## src/ure_pkg.sv

```systemverilog
package ure_pkg;
  localparam int          URE_DW       = 8;
  localparam int          URE_AW       = 16;
  localparam logic [7:0]  URE_ALL_ONES = 8'hFF;
  localparam logic [7:0]  URE_SEP      = 8'hFE;
  localparam logic [7:0]  URE_END      = 8'hFF;
  localparam logic [15:0] URE_PC_BACK  = 16'h0002;
  localparam logic [15:0] URE_ONE      = 16'h0001;

  typedef enum logic [3:0] {
    URE_IDLE,
    URE_C1,
    URE_C2,
    URE_C3,
    URE_C4,
    URE_C5,
    URE_C6,
    URE_C7,
    URE_I5,
    URE_I6
  } ure_state_t;
endpackage : ure_pkg

```

## src/ure_bus_if.sv

```systemverilog
`timescale 1ns/100ps
interface ure_bus_if;
  logic        rd;
  logic        wr;
  logic        prog;
  logic [15:0] addr;
  logic [7:0]  wdata;
  logic [7:0]  rdata;
  modport seq (output rd, output wr, output prog, output addr,
               output wdata, input rdata);
  modport port (input rd, input wr, input prog, input addr,
                input wdata, output rdata);
endinterface : ure_bus_if

```

## src/ure_rule_eval.sv

```systemverilog
// Notes on behaviour
// - rule pointer ends past end marker
// - rule byte is unsigned offset from base
// - base pointer never modified
// - antecedents fold accumulator by minimum
// - consequents written only if accumulator larger than output
// - separator byte inverts list phase flag
// - consequent to antecedent separator reloads all ones
// - accumulator keeps last truth value at end
// - three cycle loop per rule byte
// - pending interrupt checked each loop pass
// - interrupt moves program counter back to instruction
// - interrupt steps rule pointer back by one
// - break only after loop cycle one, two fixups
// - read data used two cycles after read
// - one of first/last cycles fetches program
// - cycle two reads rule byte, cycle three idle
// - loop cycle one reads fuzzy value unless marker
// - loop cycle two fetches next byte unless end
// - phase flag picks minimum or write path
// - minimum cycle idle, still run on separator
`timescale 1ns/100ps
module ure_rule_eval
  import ure_pkg::*;
(
  input  wire logic        mclk_i,
  input  wire logic        resetn_i,
  input  wire logic        start_i,
  input  wire logic        fetch_first_i,
  input  wire logic        irq_pending_i,
  input  wire logic [15:0] rule_ptr_i,
  input  wire logic [15:0] base_ptr_i,
  input  wire logic [15:0] pc_i,
  input  wire logic [7:0]  acc_i,
  input  wire logic        phase_i,
  output logic             busy_o,
  output logic             done_o,
  output logic             irq_taken_o,
  output logic [15:0]      rule_ptr_o,
  output logic [15:0]      base_ptr_o,
  output logic [15:0]      pc_o,
  output logic [7:0]       acc_o,
  output logic             phase_o,
  output logic             mem_rd_o,
  output logic             mem_wr_o,
  output logic             mem_prog_o,
  output logic [15:0]      mem_addr_o,
  output logic [7:0]       mem_wdata_o,
  input  wire logic [7:0]  mem_rdata_i
);

  ure_bus_if bus ();

  ure_bus_port u_port (
    .mclk_i      (mclk_i),
    .resetn_i    (resetn_i),
    .bus         (bus.port),
    .mem_rd_o    (mem_rd_o),
    .mem_wr_o    (mem_wr_o),
    .mem_prog_o  (mem_prog_o),
    .mem_addr_o  (mem_addr_o),
    .mem_wdata_o (mem_wdata_o),
    .mem_rdata_i (mem_rdata_i)
  );

  ////////////////////////////////////////////////////////////////////////////
  function automatic logic is_sep(input logic [7:0] b);
    is_sep = (b == URE_SEP);
  endfunction : is_sep

  function automatic logic is_end(input logic [7:0] b);
    is_end = (b == URE_END);
  endfunction : is_end

  function automatic logic is_marker(input logic [7:0] b);
    is_marker = is_sep(b) || is_end(b);
  endfunction : is_marker

  function automatic logic [15:0] fuzzy_addr(input logic [15:0] base,
                                             input logic [7:0]  off);
    fuzzy_addr = base + {8'h00, off};
  endfunction : fuzzy_addr

  function automatic logic [7:0] lower_of(input logic [7:0] a,
                                          input logic [7:0] b);
    lower_of = (b < a) ? b : a;
  endfunction : lower_of

  function automatic logic exceeds(input logic [7:0] a,
                                   input logic [7:0] b);
    exceeds = (a > b);
  endfunction : exceeds

  ////////////////////////////////////////////////////////////////////////////
  typedef struct packed {
    ure_state_t  state;
    logic        fetch_first;
    logic [15:0] xptr;
    logic [15:0] yptr;
    logic [15:0] pc;
    logic [7:0]  acc;
    logic        phase;
    logic [7:0]  rx;
    logic [7:0]  rnext;
    logic        done;
    logic        irq_taken;
  } ure_st_t;

  // one cycle of bus request, registered by the port stage
  typedef struct packed {
    logic        rd;
    logic        wr;
    logic        prog;
    logic [15:0] addr;
    logic [7:0]  wdata;
  } ure_req_t;

  ure_st_t  st;
  ure_st_t  next_st;
  ure_req_t req;

  ////////////////////////////////////////////////////////////////////////////
  // byte classes of the data returned now and of the held rule byte
  logic [7:0]  rd_byte;
  logic        new_sep;
  logic        new_marker;
  logic        held_end;
  logic        held_marker;

  // control decisions
  logic        accept;
  logic        irq_break;
  logic        reload_ones;
  logic        take_lower;
  logic        store_out;

  // datapath results
  logic [7:0]  min_value;
  logic [15:0] rd_fuzzy_addr;
  logic [15:0] wr_fuzzy_addr;
  logic [15:0] ptr_inc;
  logic [15:0] ptr_dec;
  logic [15:0] pc_dec;

  // the port stage returns read data two cycles after the request
  assign rd_byte       = bus.rdata;
  assign new_sep       = is_sep(rd_byte);
  assign new_marker    = is_marker(rd_byte);
  assign held_end      = is_end(st.rx);
  assign held_marker   = is_marker(st.rx);

  assign accept        = (st.state == URE_IDLE) && start_i;
  // break in C4 before any phase or accumulator change is kept
  assign irq_break     = (st.state == URE_C4) && irq_pending_i;
  assign reload_ones   = new_sep && st.phase;
  // marker passes read no fuzzy value, so the data returned is junk
  assign take_lower    = !st.phase && !held_marker;
  assign store_out     = st.phase && !held_marker &&
                         exceeds(st.acc, rd_byte);

  assign min_value     = lower_of(st.acc, rd_byte);
  assign rd_fuzzy_addr = fuzzy_addr(st.yptr, rd_byte);
  assign wr_fuzzy_addr = fuzzy_addr(st.yptr, st.rx);
  assign ptr_inc       = st.xptr + URE_ONE;
  assign ptr_dec       = st.xptr - URE_ONE;
  assign pc_dec        = st.pc - URE_PC_BACK;

  ////////////////////////////////////////////////////////////////////////////
  always_comb begin
    next_st           = st;
    next_st.done      = 1'b0;
    next_st.irq_taken = 1'b0;
    req.rd            = 1'b0;
    req.wr            = 1'b0;
    req.prog          = 1'b0;
    req.addr          = 16'h0000;
    req.wdata         = 8'h00;
    unique case (st.state)
      URE_IDLE: begin
        if (accept) begin
          next_st.fetch_first = fetch_first_i;
          next_st.xptr        = rule_ptr_i;
          next_st.yptr        = base_ptr_i;
          next_st.pc          = pc_i;
          next_st.acc         = acc_i;
          next_st.phase       = phase_i;
          next_st.state       = URE_C1;
        end
      end
      URE_C1: begin
        req.prog      = st.fetch_first;
        req.addr      = st.pc;
        next_st.state = URE_C2;
      end
      URE_C2: begin
        // first rule byte, or the re-fetched one after an interrupt
        req.rd        = 1'b1;
        req.addr      = st.xptr;
        next_st.xptr  = ptr_inc;
        next_st.state = URE_C3;
      end
      URE_C3: begin
        next_st.state = URE_C4;
      end
      URE_C4: begin
        // rule byte requested in C2 or C5 arrives now
        next_st.rx = rd_byte;
        if (!new_marker) begin
          req.rd   = 1'b1;
          req.addr = rd_fuzzy_addr;
        end
        if (irq_break) begin
          // the pass restarts from the re-fetched byte on return
          next_st.state = URE_I5;
        end else begin
          if (new_sep) begin
            next_st.phase = ~st.phase;
          end
          if (reload_ones) begin
            next_st.acc = URE_ALL_ONES;
          end
          next_st.state = URE_C5;
        end
      end
      URE_C5: begin
        // the end marker pass fetches nothing further
        if (!held_end) begin
          req.rd       = 1'b1;
          req.addr     = st.xptr;
          next_st.xptr = ptr_inc;
        end
        next_st.state = URE_C6;
      end
      URE_C6: begin
        // fuzzy value read in C4 arrives now
        if (take_lower) begin
          next_st.acc = min_value;
        end
        if (store_out) begin
          req.wr    = 1'b1;
          req.addr  = wr_fuzzy_addr;
          req.wdata = st.acc;
        end
        if (held_end) begin
          next_st.state = URE_C7;
        end else begin
          next_st.state = URE_C4;
        end
      end
      URE_C7: begin
        // whichever optional cycle did not fetch stays free
        req.prog      = ~st.fetch_first;
        req.addr      = st.pc;
        next_st.done  = 1'b1;
        next_st.state = URE_IDLE;
      end
      URE_I5: begin
        next_st.pc    = pc_dec;
        next_st.state = URE_I6;
      end
      URE_I6: begin
        next_st.xptr      = ptr_dec;
        next_st.irq_taken = 1'b1;
        next_st.state     = URE_IDLE;
      end
      default: begin
        next_st.state = URE_IDLE;
      end
    endcase
  end

  ////////////////////////////////////////////////////////////////////////////
  // requests leave through the registered port stage
  assign bus.rd    = req.rd;
  assign bus.wr    = req.wr;
  assign bus.prog  = req.prog;
  assign bus.addr  = req.addr;
  assign bus.wdata = req.wdata;

  always_ff @(posedge mclk_i or negedge resetn_i) begin
    if (!resetn_i) begin
      st <= '{state: URE_IDLE, acc: URE_ALL_ONES, default: '0};
    end else begin
      st <= next_st;
    end
  end

  ////////////////////////////////////////////////////////////////////////////
  // working registers are seen straight from the state flip-flops
  assign busy_o      = (st.state != URE_IDLE);
  assign done_o      = st.done;
  assign irq_taken_o = st.irq_taken;
  assign rule_ptr_o  = st.xptr;
  assign base_ptr_o  = st.yptr;
  assign pc_o        = st.pc;
  assign acc_o       = st.acc;
  assign phase_o     = st.phase;
endmodule : ure_rule_eval

```

## src/ure_bus_port.sv

```systemverilog
`timescale 1ns/100ps
module ure_bus_port
  import ure_pkg::*;
(
  input  wire logic        mclk_i,
  input  wire logic        resetn_i,
  ure_bus_if.port          bus,
  output logic             mem_rd_o,
  output logic             mem_wr_o,
  output logic             mem_prog_o,
  output logic [15:0]      mem_addr_o,
  output logic [7:0]       mem_wdata_o,
  input  wire logic [7:0]  mem_rdata_i
);
  // bus requests go out from flip-flops, read data is registered back
  typedef struct packed {
    logic        rd;
    logic        wr;
    logic        prog;
    logic [15:0] addr;
    logic [7:0]  wdata;
    logic [7:0]  rdata;
  } ure_port_st_t;

  ure_port_st_t st;
  ure_port_st_t next_st;

  always_comb begin
    next_st       = st;
    next_st.rd    = bus.rd;
    next_st.wr    = bus.wr;
    next_st.prog  = bus.prog;
    next_st.addr  = bus.addr;
    next_st.wdata = bus.wdata;
    next_st.rdata = mem_rdata_i;
  end

  always_ff @(posedge mclk_i or negedge resetn_i) begin
    if (!resetn_i) begin
      st <= '0;
    end else begin
      st <= next_st;
    end
  end

  assign bus.rdata   = st.rdata;
  assign mem_rd_o    = st.rd;
  assign mem_wr_o    = st.wr;
  assign mem_prog_o  = st.prog;
  assign mem_addr_o  = st.addr;
  assign mem_wdata_o = st.wdata;
endmodule : ure_bus_port

```

## config.mk

```make
export PLATFORM = sky130hd
export DESIGN_NAME = ure_rule_eval
export DESIGN_NICKNAME = d
export VERILOG_FILES = /design/src/ure_pkg.sv /design/src/ure_bus_if.sv /design/src/ure_rule_eval.sv /design/src/ure_bus_port.sv
export SDC_FILE = /design/constraint.sdc
export NUM_CORES = 1
export LEC_CHECK = 0
export BUFFER_PORTS_ARGS = -buffer_cell sky130_fd_sc_hd__clkbuf_2
export CORE_MARGIN = 2
export CORE_UTILIZATION = 59
export DETAILED_ROUTE_END_ITERATION = 6
export GPL_TIMING_DRIVEN = 0
export PLACE_DENSITY = 0.95
export SLEW_MARGIN = 20
export SYNTH_ARGS = -nofsm -noshare
export SYNTH_HDL_FRONTEND = slang
export SYNTH_SLANG_ARGS = --single-unit
```

## constraint.sdc

```tcl
create_clock -name mclk_i -period 6.69 [get_ports mclk_i]
set_input_delay 0.669 -clock mclk_i [delete_from_list [all_inputs] [get_ports mclk_i]]
set_output_delay 0.669 -clock mclk_i [all_outputs]
set_load 0.02 [all_outputs]
```

==> summary.md, run 1 <==
| Metric | Value |
|---|---|
| Status | finished clean |
| Clk_lat worst skew | 0.36 ns |
| Core Footprint | 11,000 um2 |
| Starting Density | 61.1% |
| Leak | 0.00392 uW |
| Hold WC Path Type | primary input to async pin |
| Post-Place Cells | 1,044 |
| Antenna Violating Nets Remaining | 0 |
| Most common cell after layout, fill and taps aside | clkbuf_2 |
| CP arrival | 4.35 ns |
| Synth unique cells | 71 |
| Share of layout cells above drive strength 1 | 29.0% |
| Maximum clock rate | 243 MHz |
| Crit start category | register |
| Post-Layout Cell Count | 1,060 |
| Die area | 12,200 um2 |
| Buffers added on ports | 156 |
| Fin crit share | 61.5% |
| Setup TNS Final | 0 ns |
| Crit end category | register |
| Post-CTS Resized | 0 |
| Gr ovfl total | 0 |
| Reg-to-reg startpoint | st[76]$_DFFE_PN0N_ |
| Final nets | 1,026 |
| EDFF count, synth | 0 |
| Io pins | 157 |
| Sink Count | 107 |
| Post-DR wirelength/cell | 18.5 um |
| Die Height | 111 um |
| Post-Syn Area | 6710 um2 |
| CTS buffer count | 9 |
| Slew Limit Headroom | 45.7% |
| Slew of the pin with the lowest slew margin | 0.808 ns |
| Final Skew | 0.0149 ns |
| Routed via count | 6,468 |
| Commonest cells after routing, fill and taps aside | clkbuf_2 (155), nand2_1 (109), dfrtp_1 (99), nor2_1 (73), buf_4 (57) |
| First-pass GRT wire length | 31,300 um |
| Post-synthesis net count | 858 |
| Number of remaining DRC errors | 0 |
| Depth of the CTS H-tree | 3 |
| Tmin final | 4.11 ns |
| Crit path kind | register to register |
| Clock-pin slew on the worst setup and hold paths | 0.08 ns |
| Max Root-Sink Buffers | 2 |
| Largest net degree at the start of global routing | 68 |
| Worst Setup SP | st[76]$_DFFE_PN0N_ |
| Worst vdd ir | 0.296 mV |
| Site Rows | 38 |
| Vias in the first global route | 6,308 |
| Post-synthesis instance total | 747 |
| RSZ-0062 raised after global routing | false |
| Initial drt markers | 731 |
| FFs w/ async S/R, synth | 100% |
| GRT Util Overall | 32.0% |
| Worst endpoint required time | 6.93 ns |
| Setup bufs post-CTS | 0 |
| Final Max Tran Viols | 0 |
| Sequential share of the synthesized area | 40.0% |
| # diodes | 0 |
| Commonest register cell after synthesis | dfrtp_1 |
| Yosys reg bits | 107 |
| TritonCTS clock tree | yes |
| Post-DP HPWL | 14,500 um |
| First-pass DRT Iterations | 5 |
| PwrDens | 510 nW/um2 |
| Syn Area/Cell | 8.99 um2 |
| Max FO, Critical Path | 18 |
| Final Hold Fails | 0 |
| MaxCap Viol Count | 0 |
| Initial antenna violation count | 0 |
| Routed vias/inst | 6.10 |
| # hold bufs at CTS | 0 |
| Area growth, synth to finish | 19.2% |
| Final Setup Violations | 0 |
| RD Place Congestion | 0.931 |
| Reg2reg path depth | 13 |
| Routed wire length | 19,600 um |
| DIE WIDTH | 111 um |
| Clock root buffer | clkbuf_16 |
| Yosys warnings | 0 |
[cells by family after synthesis]
logic type | count (synthesis) | synth area share [%]
buffers and inverters | 110 | 9.51
xor gates and xnor gates | 25 | 3.26
and+or+nand+nor | 259 | 17.5
AOI/OAI and AO/OA | 194 | 19.9
muxes | 11 | 1.81
DFF | 107 | 40.0
adders and majority gates | 41 | 7.98
[final timing paths]
path | slack (ns) | endpoint
max | 2.58 | rule_ptr_o[13]$_DFFE_PN0P_
min | 0.22 | u_port.mem_addr_o[14]$_DFF_PN0_
max reg2reg | 2.58 | rule_ptr_o[13]$_DFFE_PN0P_
min reg2reg | 0.48 | acc_o[1]$_DFFE_PN1P_
max in group asynchronous | 5.79 | acc_o[3]$_DFFE_PN1P_
min in group mclk_i | 0.41 | u_port.bus.rdata[2]$_DFF_PN0_
[synthesized netlist by cell type, types with 8 or more instances]
master / count / share of area, %
inv_1: 26 / 1.5
a21oi_1: 43 / 3.2
dfrtp_1: 99 / 37
xnor2_1: 13 / 1.7
ha_1: 38 / 7.1
a22oi_1: 9 / 1.0
o21ai_1: 8 / 0.60
nand2_1: 109 / 6.1
nand3_1: 12 / 0.89
o211ai_1: 8 / 0.89
clkbuf_1: 20 / 1.1
mux2_2: 9 / 1.5
nor2_1: 73 / 4.1
buf_4: 57 / 6.4
nor3_1: 8 / 0.60
nand2b_1: 13 / 1.2
o21ai_0: 41 / 3.1
xor2_1: 12 / 1.6
a221oi_1: 17 / 2.2
dfstp_2: 8 / 3.1
a222oi_1: 9 / 1.3
nor2b_1: 8 / 0.75
[metal layers]
layer  part of all wire, %  up-vias  global-route usage [%]
met5                     0        -                       0
met4                   3.8        0                    14.2
met3                    10       78                    7.55
met2                    48      408                    51.8
met1                    38     3034                    41.2
li1                      -     2948                       -
[layout make-up]
type,count,area [um2]
Inverter,26,97.6
Clock buffer,11,253
Tap cell,140,175
Sequential cell,107,2690
Multi-Input combinational cell,530,3390
Timing Repair Buffer,157,817
Clock inverter,5,41.3
Buffer,84,541
Fill cell,787,2980
[stage by stage]
step | hold WS [ns] | instance area (um2) | setup WS, ns | power (uW) | utilization (%)
floorplan | 0.373 | 6710 | 3.52 | 2810 | -
global placement | 0.466 | 7670 | 2.90 | 3400 | 69.8
detailed placement | 0.470 | 7700 | 2.74 | 3480 | 70.2
CTS | 0.233 | 8000 | 2.71 | 4030 | 72.8
global route | 0.243 | 8000 | 2.33 | 4330 | 72.8
finish | 0.219 | 8000 | 2.58 | 4080 | 72.8
[power by group]
| part | leakage [uW] | total [uW] | internal, uW | switching [uW] |
|---|---|---|---|---|
| sequential | 0.00132 | 1230 | 915 | 317 |
| clock | 0.000144 | 539 | 278 | 260 |
| combinational | 0.00245 | 2310 | 959 | 1350 |
[sequential cells by signal, indices dropped and copies added, names as in the netlist]
name,count
acc_o,8
base_ptr_o,16
done_o,1
irq_taken_o,1
pc_o,16
phase_o,1
rule_ptr_o,16
st,13
u_port.bus.rdata,8
u_port.mem_addr_o,16
u_port.mem_prog_o,1
u_port.mem_rd_o,1
u_port.mem_wdata_o,8
u_port.mem_wr_o,1
[critical path, stage by stage (launching register included)]
cell	delay [ns]
dfrtp_1	0.42
clkbuf_1	0.36
nor2b_1	0.28
nand2_1	0.19
inv_1	0.51
ha_1	0.37
a211oi_1	0.35
o21ai_0	0.19
a21oi_1	0.35
nand2b_1	0.14
a211o_1	0.32
a31oi_1	0.23
xor2_1	0.19
o21ai_0	0.10
No activity file was read; power rests on OpenSTA's default activity.
==> run 2: changes to the inputs <==
CORE_UTILIZATION = 50   (was 59)
PLACE_DENSITY = 0.87   (was 0.95)
clock period = 3.77 ns   (was 6.69 ns; I/O delays follow)
==> run 2 against run 1 <==
Net effect: cell area increased by 1.1%; via count down 2.6%; power up 76%; critical path depth is 1 lower; critical path type unchanged; critical endpoint unchanged.
==> summary.md, run 2 (synthesis results as in run 1) <==
| Metric | Value |
|---|---|
| Status | finished clean |
| Met3 Track Usage GR | 4.75% (-2.8 points) |
| Post-DR wirelength/cell | 17.2 um (-6.8%) |
| Starting Density | 50.9% (-10 points) |
| PwrDens | 888 nW/um2 (+74%) |
| Clk_lat worst skew | 0.36 ns (about the same) |
| CP arrival | 3.71 ns (-0.64 ns) |
| Worst Hold End | u_port.bus.rdata[1]$_DFF_PN0_ |
| Largest net degree at the start of global routing | 76 (+12%) |
| Worst hold start | mem_rdata_i[1] |
| TritonCTS clock tree | yes |
| Die area | 14,400 um2 (+17%) |
| Final Hold Fails | 0 (unchanged) |
| Setup ws final | 0.298 ns (-2.28 ns) |
| Hold WC Path Type | primary input to register |
| Multi-input logic area | 3390 um2 (unchanged) |
| First-pass GRT wire length | 30,000 um (-4.2%) |
| Tot Pwr | 7190 uW (+76%) |
| Clock-pin slew on the worst setup and hold paths | 0.07 ns (about the same) |
| Routed wire length | 19,000 um (-3.4%) |
| Die Height | 120 um (+8.3%) |
| Maximum clock rate | 288 MHz (+18%) |
| Most common cell after layout, fill and taps aside | clkbuf_2 |
| Crit end category | register |
| Post-Place Worst Slack | -0.00139 ns (-2.74 ns) |
| Routed vias/inst | 5.73 (-6.0%) |
| Leak | 0.00393 uW (+0.32%) |
| Buffers added on ports | 156 (unchanged) |
| CP max stage cell | dfrtp_1 |
| CP peak stage delay | 0.54 ns (+0.03 ns) |
| Register area | 2690 um2 (unchanged) |
| Slew Limit Headroom | 41.2% (-4.5 points) |
| Crit start category | register |
| Fin crit share | 92.1% (+31 points) |
| Final instance area | 8090 um2 (+1.1%) |
| Max Root-Sink Buffers | 2 (unchanged) |
| Io pins | 157 (unchanged) |
| Final nets | 1,029 (+0.29%) |
| Final Setup Violations | 0 (unchanged) |
| Gr ovfl total | 0 (unchanged) |
| Core Footprint | 13,200 um2 (+20%) |
| Worst vdd ir | 0.483 mV (+63%) |
| DIE WIDTH | 120 um (+8.3%) |
| Reg-to-reg startpoint | st[76]$_DFFE_PN0N_ |
| Placed Area | 7750 um2 (+0.58%) |
| Max FO, Critical Path | 14 (-4) |
| Sink Count | 107 (unchanged) |
| RSZ-0062 raised after global routing | false |
| GR Layer Usage met1 | 35.5% (-5.6 points) |
| RR Endpoint | rule_ptr_o[13]$_DFFE_PN0P_ |
| Fillers | 1,111 (+41%) |
| Final Max Tran Viols | 0 (unchanged) |
| MaxCap Viol Count | 0 (unchanged) |
| Number of remaining DRC errors | 0 (unchanged) |
| Final Skew | 0.0107 ns (-0.00422 ns) |
| R2r setup slk | 0.30 ns (-2.28 ns) |
| Commonest cells after routing, fill and taps aside | clkbuf_2 (155), nand2_1 (109), dfrtp_1 (99), nor2_1 (73), buf_4 (60) |
| First-pass DRT Iterations | 6 (+1) |
| Antenna Violating Nets Remaining | 0 (unchanged) |
| # diodes | 0 (unchanged) |
| Most Crowded Layer GR | met2 |
| RD Place Congestion | 0.945 (+1.5%) |
| GRT met2 Usage | 43.1% (-8.7 points) |
| Post-DP HPWL | 14,700 um (+1.3%) |
| Vias in the first global route | 5,926 (-6.1%) |
| Initial drt markers | 741 (+1.4%) |
| Site Rows | 42 (+11%) |
| Hold path cells | 1 |
| Reg2reg path depth | 12 (-1) |
| Slew of the pin with the lowest slew margin | 0.876 ns (+0.0674 ns) |
| Crit path kind | register to register |
| Clock root buffer | clkbuf_16 |
| CP Cell Sequence | nor2b_1 > nand2_1 > clkinvlp_4 > ha_1 > nor4_1 > a211oi_1 > a21oi_1 > nand2b_1 > a211o_1 > a31oi_1 > xor2_1 > o21ai_0 |
| Area growth, synth to finish | 20.5% |
| Depth of the CTS H-tree | 3 (unchanged) |
| Share of layout cells above drive strength 1 | 29.3% (+0.23 points) |
| GRT Util Overall | 26.9% (-5.1 points) |
| Initial antenna violation count | 0 (unchanged) |
| CTS buffer count | 9 (unchanged) |
| Worst endpoint required time | 4.00 ns (-2.93 ns) |
| Routed via count | 6,302 (-2.6%) |
| Tmin final | 3.47 ns (-0.642 ns) |
run 2: changes by cell type in the layout (fill, tap and decap cells not counted), sizes merged:
cell	change
clkinvlp	+1
clkbuf	-1
dlygate4sd3	+1
buf	+3
inv	-3
clkinv	+1
bufinv	+1
run 2: stage by stage:
stage | utilization (%) | cells | setup TNS [ns] | hold WS (ns)
CTS | 61.2 | 1097 | 0 | 0.113
detailed placement | 58.8 | 1080 | -0.00139 | 0.300
global placement | 58.5 | 1079 | 0 | 0.464
floorplan | - | 747 | 0 | 0.0814
finish | 61.3 | 1099 | 0 | 0.122
global route | 61.3 | 1099 | 0 | 0.106
run 2: what timing repair did:
| item | CTS | global route |
|---|---|---|
| hold buffers | 1 | 0 |
| endpoints found under the setup margin | 1 | 3 |
| setup buffers | 0 | 3 |
| endpoints found under the hold margin | 29 | 0 |
| gates resized for setup | 1 | 0 |
run 2: how the worst max path moves through the flow:
stage	slack (ns)	to	from
floorplan	0.60	rule_ptr_o[13]$_DFFE_PN0P_	st[76]$_DFFE_PN0N_
global placement	0.005	rule_ptr_o[13]$_DFFE_PN0P_	st[76]$_DFFE_PN0N_
detailed placement	-0.001	rule_ptr_o[13]$_DFFE_PN0P_	st[76]$_DFFE_PN0N_
CTS	0.16	rule_ptr_o[13]$_DFFE_PN0P_	st[76]$_DFFE_PN0N_
global route	0.17	rule_ptr_o[13]$_DFFE_PN0P_	st[76]$_DFFE_PN0N_
finish	0.30	rule_ptr_o[13]$_DFFE_PN0P_	st[76]$_DFFE_PN0N_
run 2: power by group:
part           total [uW]  internal [uW]  leakage [uW]  switching [uW]
registers            2170           1620       0.00132             550
logic                4030           1700       0.00246            2330
clock network         978            539      0.000148             439
run 2: layer usage:
layer / share of wire (%) / vias to the layer above
met1: 40 / 2948
met2: 48 / 336
met5: 0 / -
met3: 8.4 / 61
met4: 3.7 / 0
li1: - / 2957
run 2: final cells by class:
class	instances	share of cell area (%)
flip-flops and latches	107	33.2
multi-input cells	530	41.9
clock buffers	11	3.00
plain buffers	83	6.64
clock inverters	5	0.774
well taps	176	2.72
repair buffers	161	10.5
inverters	26	1.25
run 2: critical path, delay by kind of cell, from the launching register on:
family	cells	cell delay, ns
XOR/XNOR	1	0.16
adder cells (fa/ha/maj)	1	0.32
AO/OA/AOI/OAI	5	1.00
buffers and inverters	1	0.28
AND/OR/NAND/NOR	4	1.06
flip-flops	1	0.54
